### src/spi_irq_pkg.sv
/*
 * Constants for the serial controller interrupt status and clear logic:
 * register offsets, source bit positions, reset values and vector types.
 * Assumes byte offsets on an 8-bit register address and 32-bit data.
 */
package spi_irq_pkg;

	// register address and data widths
	localparam int ADDR_W = 8;
	localparam int DATA_W = 32;

	// number of interrupt sources
	localparam int NUM_SRC = 6;

	// number of sources held by read-to-clear flags
	localparam int NUM_STICKY = 4;

	// register offsets
	localparam logic [ADDR_W-1:0] OFF_MASK = 8'h2c;
	localparam logic [ADDR_W-1:0] OFF_MASKED = 8'h30;
	localparam logic [ADDR_W-1:0] OFF_RAW = 8'h34;
	localparam logic [ADDR_W-1:0] OFF_TXO_CLR = 8'h38;
	localparam logic [ADDR_W-1:0] OFF_RXO_CLR = 8'h3c;
	localparam logic [ADDR_W-1:0] OFF_RXU_CLR = 8'h40;
	localparam logic [ADDR_W-1:0] OFF_ALL_CLR = 8'h48;
	localparam logic [ADDR_W-1:0] OFF_EVT_STAT = 8'h70;

	// source bit positions in raw, mask, masked and event registers
	localparam int BIT_TXE = 0;
	localparam int BIT_TXO = 1;
	localparam int BIT_RXU = 2;
	localparam int BIT_RXO = 3;
	localparam int BIT_RXF = 4;
	localparam int BIT_MST = 5;

	// positions inside the read-to-clear flag bank
	localparam int STK_TXO = 0;
	localparam int STK_RXU = 1;
	localparam int STK_RXO = 2;
	localparam int STK_MST = 3;

	// bit that a clear register returns its flag in
	localparam int BIT_CLR_FLAG = 0;

	// reset values
	localparam logic [NUM_SRC-1:0] RAW_RST = 6'h00;
	localparam logic [NUM_SRC-1:0] MASK_RST = 6'h3f;
	localparam logic [NUM_SRC-1:0] EVT_RST = 6'h00;
	localparam logic [NUM_STICKY-1:0] STICKY_RST = 4'h0;
	localparam logic [DATA_W-1:0] RDATA_RST = 32'h0000_0000;

	// vector types
	typedef logic [NUM_SRC-1:0] src_vec_t;
	typedef logic [NUM_STICKY-1:0] sticky_vec_t;

endpackage : spi_irq_pkg

### src/spi_raw_irq_status_clear.sv
/*
 * Interrupt raw status, mask, masked status and read-to-clear registers
 * of a serial peripheral controller, plus a sticky event register that
 * drives one level interrupt output.
 * Assumes the buffer and serial engine give full/empty levels and one-cycle
 * overflow, underflow and contention pulses, all on i_core_clk.
 */
// Added by the designer: the strobed register port.
// Summary of operation
// - bit 5 shows raw contention; absent, reading zero, in slave builds.
// - bit 4 shows raw receive-buffer-full, one while active.
// - bit 3 shows raw receive overflow, one while active.
// - bit 2 shows raw receive underflow, one while active.
// - bit 1 shows raw transmit overflow, one while active.
// - bit 0 shows raw transmit-empty; bits 31:6 reserved; all reset zero.
// - reading transmit-overflow clear returns its state in bit 0, then clears.
// - reading receive-overflow clear returns its state in bit 0, then clears.
// - reading receive-underflow clear returns its state in bit 0, then clears.
// - writes to the three clear registers change nothing and store nothing.
// - masked status is raw AND mask; mask zero suppresses, one passes.
// - reading combined clear clears overflow, underflow, contention; writes ignored.
`timescale 1ns/1ps

module spi_raw_irq_status_clear #(
	parameter bit MASTER_MODE = 1'b1
) (
	// clock and reset
	input wire logic i_core_clk,
	input wire logic i_rst_n,
	// register port
	input wire logic [spi_irq_pkg::ADDR_W-1:0] i_addr,
	input wire logic [spi_irq_pkg::DATA_W-1:0] i_wdata,
	input wire logic i_wr,
	input wire logic i_rd,
	output logic [spi_irq_pkg::DATA_W-1:0] o_rdata,
	// buffer levels
	input wire logic i_txe_empty,
	input wire logic i_rxf_full,
	// error event pulses
	input wire logic i_txo_evt,
	input wire logic i_rxu_evt,
	input wire logic i_rxo_evt,
	input wire logic i_mst_evt,
	// interrupt
	output logic o_irq
);
	import spi_irq_pkg::*;

	// exact offset match, shared by read and write decode
	function automatic logic addr_hit(
		input logic [ADDR_W-1:0] addr,
		input logic [ADDR_W-1:0] off
	);
		addr_hit = (addr == off);
	endfunction : addr_hit

	// widen a source vector to the data bus, upper bits zero
	function automatic logic [DATA_W-1:0] src_word(input src_vec_t v);
		src_word = {{(DATA_W-NUM_SRC){1'b0}}, v};
	endfunction : src_word

	// widen a single flag into bit 0 of a data word
	function automatic logic [DATA_W-1:0] flag_word(input logic f);
		flag_word = {{(DATA_W-1){1'b0}}, f};
	endfunction : flag_word

	// source bits that exist in this build
	localparam src_vec_t PRESENT = MASTER_MODE ? MASK_RST : (MASK_RST & ~(6'h01 << BIT_MST));

	typedef struct packed {
		src_vec_t mask;
		logic [DATA_W-1:0] rdata;
	} main_state_t;

	main_state_t state_r;
	main_state_t state_nxt;

	sticky_vec_t sticky_set;
	sticky_vec_t sticky_clr;
	sticky_vec_t sticky;
	src_vec_t raw;
	src_vec_t masked;
	src_vec_t evt_status;
	logic rd_txo_clr;
	logic rd_rxo_clr;
	logic rd_rxu_clr;
	logic rd_all_clr;
	logic wr_mask;
	logic wr_evt;
	logic [DATA_W-1:0] rd_word;

	// read decode of the clearing registers
	always_comb
	begin
		rd_txo_clr = i_rd && addr_hit(i_addr, OFF_TXO_CLR);
		rd_rxo_clr = i_rd && addr_hit(i_addr, OFF_RXO_CLR);
		rd_rxu_clr = i_rd && addr_hit(i_addr, OFF_RXU_CLR);
		rd_all_clr = i_rd && addr_hit(i_addr, OFF_ALL_CLR);
	end

	// write decode: only mask and event status take writes
	always_comb
	begin
		wr_mask = i_wr && addr_hit(i_addr, OFF_MASK);
		wr_evt = i_wr && addr_hit(i_addr, OFF_EVT_STAT);
	end

	// error pulses into the sticky flags, contention only in master builds
	always_comb
	begin
		sticky_set = '0;
		sticky_set[STK_TXO] = i_txo_evt;
		sticky_set[STK_RXU] = i_rxu_evt;
		sticky_set[STK_RXO] = i_rxo_evt;
		sticky_set[STK_MST] = i_mst_evt && MASTER_MODE;
	end

	// clears come from reads only; writes never reach here
	always_comb
	begin
		sticky_clr = '0;
		sticky_clr[STK_TXO] = rd_txo_clr || rd_all_clr;
		sticky_clr[STK_RXO] = rd_rxo_clr || rd_all_clr;
		sticky_clr[STK_RXU] = rd_rxu_clr || rd_all_clr;
		sticky_clr[STK_MST] = rd_all_clr;
	end

	// error flags hold until a clearing read, set wins
	rc_flag_bank #(
		.WIDTH(NUM_STICKY),
		.RST_VAL(STICKY_RST)
	) u_err_flags (
		.i_core_clk(i_core_clk),
		.i_rst_n(i_rst_n),
		.i_set(sticky_set),
		.i_clr(sticky_clr),
		.o_flag(sticky)
	);

	// raw status: buffer bits follow the level, error bits the flags
	always_comb
	begin
		raw = RAW_RST;
		raw[BIT_TXE] = i_txe_empty;
		raw[BIT_TXO] = sticky[STK_TXO];
		raw[BIT_RXU] = sticky[STK_RXU];
		raw[BIT_RXO] = sticky[STK_RXO];
		raw[BIT_RXF] = i_rxf_full;
		raw[BIT_MST] = sticky[STK_MST] && MASTER_MODE;
	end

	// masked status
	assign masked = raw & state_r.mask;

	// sticky events on rising edges of the raw sources
	w1c_event_reg #(
		.WIDTH(NUM_SRC),
		.RST_VAL(EVT_RST)
	) u_evt_stat (
		.i_core_clk(i_core_clk),
		.i_rst_n(i_rst_n),
		.i_level(raw),
		.i_clr_wr(wr_evt),
		.i_clr_data(i_wdata[NUM_SRC-1:0]),
		.o_status(evt_status)
	);

	// read mux; unmapped and reserved bits read zero
	always_comb
	begin
		rd_word = RDATA_RST;
		case (1'b1)
			addr_hit(i_addr, OFF_MASK): rd_word = src_word(state_r.mask);
			addr_hit(i_addr, OFF_MASKED): rd_word = src_word(masked);
			addr_hit(i_addr, OFF_RAW): rd_word = src_word(raw);
			addr_hit(i_addr, OFF_TXO_CLR): rd_word = flag_word(raw[BIT_TXO]);
			addr_hit(i_addr, OFF_RXO_CLR): rd_word = flag_word(raw[BIT_RXO]);
			addr_hit(i_addr, OFF_RXU_CLR): rd_word = flag_word(raw[BIT_RXU]);
			addr_hit(i_addr, OFF_ALL_CLR): rd_word = flag_word(|masked);
			addr_hit(i_addr, OFF_EVT_STAT): rd_word = src_word(evt_status);
			default: rd_word = RDATA_RST;
		endcase
	end

	// next state: mask writes, read data for exactly one cycle
	always_comb
	begin
		state_nxt = state_r;
		if (wr_mask)
			state_nxt.mask = i_wdata[NUM_SRC-1:0] & PRESENT;
		state_nxt.rdata = i_rd ? rd_word : RDATA_RST;
	end

	// state register
	always_ff @(posedge i_core_clk)
	begin
		if (!i_rst_n)
			state_r <= '{mask: MASK_RST & PRESENT, rdata: RDATA_RST};
		else
			state_r <= state_nxt;
	end

	// outputs
	assign o_rdata = state_r.rdata;
	assign o_irq = |(evt_status & state_r.mask);

endmodule : spi_raw_irq_status_clear

### src/rc_flag_bank.sv
/*
 * Bank of sticky flags set by event pulses and cleared by a clear vector.
 * A set in the same cycle as its clear wins, so no event is lost.
 * Assumes one clock and a synchronous active-low reset.
 */
`timescale 1ns/1ps

module rc_flag_bank #(
	parameter int WIDTH = 4,
	parameter logic [WIDTH-1:0] RST_VAL = '0
) (
	// clock and reset
	input wire logic i_core_clk,
	input wire logic i_rst_n,
	// set and clear
	input wire logic [WIDTH-1:0] i_set,
	input wire logic [WIDTH-1:0] i_clr,
	// flags
	output logic [WIDTH-1:0] o_flag
);
	import spi_irq_pkg::*;

	typedef struct packed {
		logic [WIDTH-1:0] flag;
	} bank_state_t;

	bank_state_t state_r;
	bank_state_t state_nxt;

	// hold until cleared, set beats clear
	always_comb
	begin
		state_nxt = state_r;
		state_nxt.flag = (state_r.flag & ~i_clr) | i_set;
	end

	// state register
	always_ff @(posedge i_core_clk)
	begin
		if (!i_rst_n)
			state_r <= '{flag: RST_VAL};
		else
			state_r <= state_nxt;
	end

	assign o_flag = state_r.flag;

endmodule : rc_flag_bank

### src/w1c_event_reg.sv
/*
 * Event status register: a rising edge of each level input sets a sticky
 * bit, software clears it by writing a one. Set wins over the clear.
 * Assumes level inputs synchronous to the one clock.
 */
`timescale 1ns/1ps

module w1c_event_reg #(
	parameter int WIDTH = 6,
	parameter logic [WIDTH-1:0] RST_VAL = '0
) (
	// clock and reset
	input wire logic i_core_clk,
	input wire logic i_rst_n,
	// watched levels
	input wire logic [WIDTH-1:0] i_level,
	// write-one-to-clear
	input wire logic i_clr_wr,
	input wire logic [WIDTH-1:0] i_clr_data,
	// sticky events
	output logic [WIDTH-1:0] o_status
);
	import spi_irq_pkg::*;

	typedef struct packed {
		logic [WIDTH-1:0] level_prev;
		logic [WIDTH-1:0] status;
	} evt_state_t;

	evt_state_t state_r;
	evt_state_t state_nxt;
	logic [WIDTH-1:0] rise;
	logic [WIDTH-1:0] clr;

	// edge detect, clear and set
	always_comb
	begin
		rise = i_level & ~state_r.level_prev;
		clr = i_clr_wr ? i_clr_data : '0;
		state_nxt = state_r;
		state_nxt.level_prev = i_level;
		state_nxt.status = (state_r.status & ~clr) | rise;
	end

	// state register
	always_ff @(posedge i_core_clk)
	begin
		if (!i_rst_n)
			// take the present levels so a level already high gives no false edge
			state_r <= '{level_prev: i_level, status: RST_VAL};
		else
			state_r <= state_nxt;
	end

	assign o_status = state_r.status;

endmodule : w1c_event_reg

### config.mk
export PLATFORM = sky130hd
export DESIGN_NAME = spi_raw_irq_status_clear
export DESIGN_NICKNAME = d
export VERILOG_FILES = /design/src/spi_irq_pkg.sv /design/src/spi_raw_irq_status_clear.sv /design/src/rc_flag_bank.sv /design/src/w1c_event_reg.sv
export SDC_FILE = /design/constraint.sdc
export NUM_CORES = 1
export LEC_CHECK = 0
export BUFFER_PORTS_ARGS = -buffer_cell sky130_fd_sc_hd__buf_2
export CAP_MARGIN = 20
export CORE_MARGIN = 4
export CORE_UTILIZATION = 45
export DETAILED_ROUTE_END_ITERATION = 8
export GPL_TIMING_DRIVEN = 0
export PLACE_DENSITY = 0.76
export SLEW_MARGIN = 20
export SYNTH_ARGS = -nofsm -noshare
export SYNTH_HDL_FRONTEND = slang
export SYNTH_HIERARCHICAL = 1
export SYNTH_SLANG_ARGS = --single-unit
### constraint.sdc
create_clock -name i_core_clk -period 2 [get_ports i_core_clk]
set_clock_uncertainty 0.2 [all_clocks]
set_input_delay 0.2 -clock i_core_clk [delete_from_list [all_inputs] [get_ports i_core_clk]]
set_output_delay 0.2 -clock i_core_clk [all_outputs]
set_load 0.01 [all_outputs]
==> metrics.yaml <==
outcome: "finished, final reports clean"
dr.pass1.iters: 6
worst_slack_ns: 0.136
overflow: 0
multi_input_area_um2: 831
grt_pass1_vias: 1235
cts_buffer_depth: 2
io_buffers: 28
reg2reg_setup_slack_ns: 0.37
drv_cap: 0
fp.coreArea_um2: 3420
synth_area_leader_cell: "dfxtp_1"
htree_levels: 1
ys_warn_count: 6
final_layout_size_suffix_gt1_share_pct: 34.3
seq_power_share_pct: 57.8
nets: 300
grt_max_degree: 15
diodes: 0
crit_type: "in -> reg"
first_iter_violations: 72
synthFlopType: "dfxtp_1"
fin_hold_ws_ns: 0.0651
power_frac_clock_pct: 20.8
final_antenna_net_count: 0
ir_worst_vdd_mv: 0.499
p_comb_share_pct: 21.4
max_slew_margin_pct: 53.5
hold_depth: 3
hold_class: "in -> reg"
cp.required_ns: 2.01
grt_pass1_wl_um: 5610
die_h_um: 68.0
synth_cells: 179
synth.yosys.seq_area_share_pct: 34.6
synth_top_area_share_pct: 34.6
ys_ff_latch: 28
hold_violations: 0
arrival_ns: 1.88
die_x_um: 68.0
cp_max_fo: 9
ioPinCount: 83
fin_crit_ns: 1.86
grt.total_usage_pct: 15.8
async_reset_ff_share_pct: 0
switching_power_uw: 262
switching_share_pct: 25.2
p_leak_nw: 1.01
cts_made_buffers: 3
start_kind: "primary input"
clk_latency_ns: 0.31
design_area_um2: 2060
area_growth_pct: 27.5
synth_edf_count: 0
fill_cells: 330
numClockSinks: 28
synth_area_leaders: "dfxtp_1 35%, buf_4 18%, a22oi_1 4.6%"
vias_per_cell: 4.62
reg2reg_to: "o_rdata[0]"
wirelength_um: 3450
finalSetupViolations: 0
initial_core_util_pct: 47.4
p_int_uw: 778
max_freq_ghz: 0.537
worst_slew_pin_slew_ns: 0.688
pre_cts_slack_ns: -0.192
maxSlewViolCount: 0
rsz0062_at_grt: "false"
crit_path_end_kind: "flip-flop"
drc: 0
dp_hpwl_um: 2580
rr_startpoint: "u_err_flags/o_flag[0]"
die_area_um2: 4620
row_count: 21
wire_per_inst_um: 11.7
ff2ff_path_depth: 5
grt_antenna_before_repair: 0
dr_total_vias: 1359
clockRootBuffer: "clkbuf_4"
cts_tree: "yes"
cts.clk_slew.worst_paths_ns: 0.13
fin_crit_sh_pct: 93.2
syn_avg_cell_area_um2: 9.04
syn-cell-area_um2: 1620
placed_area_um2: 1910
final-seq-area_um2: 561
netlist-cell-type-count: 41
hold_path_startpoint: "i_wr"
gp_routability_congestion: 0.824
hold_end: "state_r[32]"
p_per_area_nw_per_um2: 504
-- critical path, stage by stage --
cell and delay (ns):
buf_2 0.11, or4b_4 0.56, nor4_4 0.57, nand2_4 0.18, mux2i_1 0.19, nand2_1 0.06
-- cell type report --
class,count,share of cell area (%)
Buffer,42,15.2
Clock buffer,3,1.09
Inverter,2,0.364
Multi-Input combinational cell,132,40.3
Sequential cell,28,27.2
Tap cell,46,2.79
Timing Repair Buffer,41,13.1
-- worst max-delay path by stage --
stage,from,end,slack (ns),depth (start not counted)
after CTS,i_addr[1],state_r[37],0.17,6
after global placement,i_addr[1],state_r[36],-0.15,6
after global routing,i_addr[1],state_r[35],0.07,6
after floorplan,i_addr[1],state_r[33],0.15,5
final,i_addr[1],state_r[37],0.14,6
after detailed placement,i_addr[1],state_r[37],-0.19,6
-- sequential cells by signal (all words and copies together), names as in the netlist --
name,flops
state_r,6
u_evt_stat/o_status,6
o_rdata,6
u_err_flags/o_flag,4
u_evt_stat/state_r,6
-- kinds of logic after synthesis --
kind of cell	count (synthesis)	synth area share, %
AO/OA/AOI/OAI	44	19.2
multiplexers	6	3.71
flip-flops	28	34.6
other	1	0.232
AND/OR/NAND/NOR	56	22.4
buffers and inverters	44	19.8
-- per-stage QoR --
step | cells | setup TNS (ns) | power (mW) | utilization (%)
global route | 294 | 0 | 1.10 | 60.4
CTS | 294 | 0 | 1.05 | 60.4
finish | 294 | 0 | 1.04 | 60.4
floorplan | 204 | 0 | 0.755 | -
detailed placement | 278 | -1.54 | 0.813 | 55.9
global placement | 278 | -1.17 | 0.811 | 55.9
-- cells in the mapped netlist, types with 2 or more instances --
master,instances
buf_4,39
dfxtp_1,28
nand2_1,18
a21oi_1,11
a22oi_1,10
nor2_1,9
mux2i_1,6
a31o_1,4
and3b_1,4
nand3_1,4
nor2b_4,4
o211ai_1,4
o21a_1,4
a31o_2,3
and3b_2,2
inv_1,2
nand3b_1,2
nor3_1,2
-- layer usage --
layer | part of all wire, % | global-route usage (%) | wire length (um) | up-vias
li1 | - | - | - | 715
met1 | 46 | 20.3 | 1600 | 582
met2 | 46 | 26.7 | 1580 | 56
met3 | 6.7 | 3.45 | 233 | 6
met4 | 1.1 | 3.72 | 39 | 0
met5 | 0 | 0 | 0 | -
-- placed cells by master, fill, tap and decap left out, drive strengths merged, types with 2 or more instances in the layout --
master and count:
buf 69, dfxtp 28, conb 26, nand2 19, dlygate4sd3 13, a21oi 11
a22oi 10, nor2 9, a31o 7, mux2i 6, and3b 6, nand3 4
o211ai 4, nor2b 4, o21a 4, clkbuf 4, nor3 2, nand3b 2
inv 2
-- what timing repair did --
| action | in CTS | in global routing |
|---|---|---|
| setup buffers | 0 | 0 |
| hold endpoints to repair | 18 | 0 |
| hold buffers | 13 | 0 |
| gates resized for setup | 0 | 0 |
-- power groups by stage --
stage | sequential (mW) | combinational [mW] | clock, mW
4_1_cts | 0.601 | 0.220 | 0.228
3_5_place_dp | 0.613 | 0.200 | 0
2_1_floorplan | 0.606 | 0.149 | 0
3_3_place_gp | 0.612 | 0.199 | 0
6_report | 0.601 | 0.223 | 0.216
5_1_grt | 0.604 | 0.246 | 0.253
No activity file was read; power rests on OpenSTA's default activity.
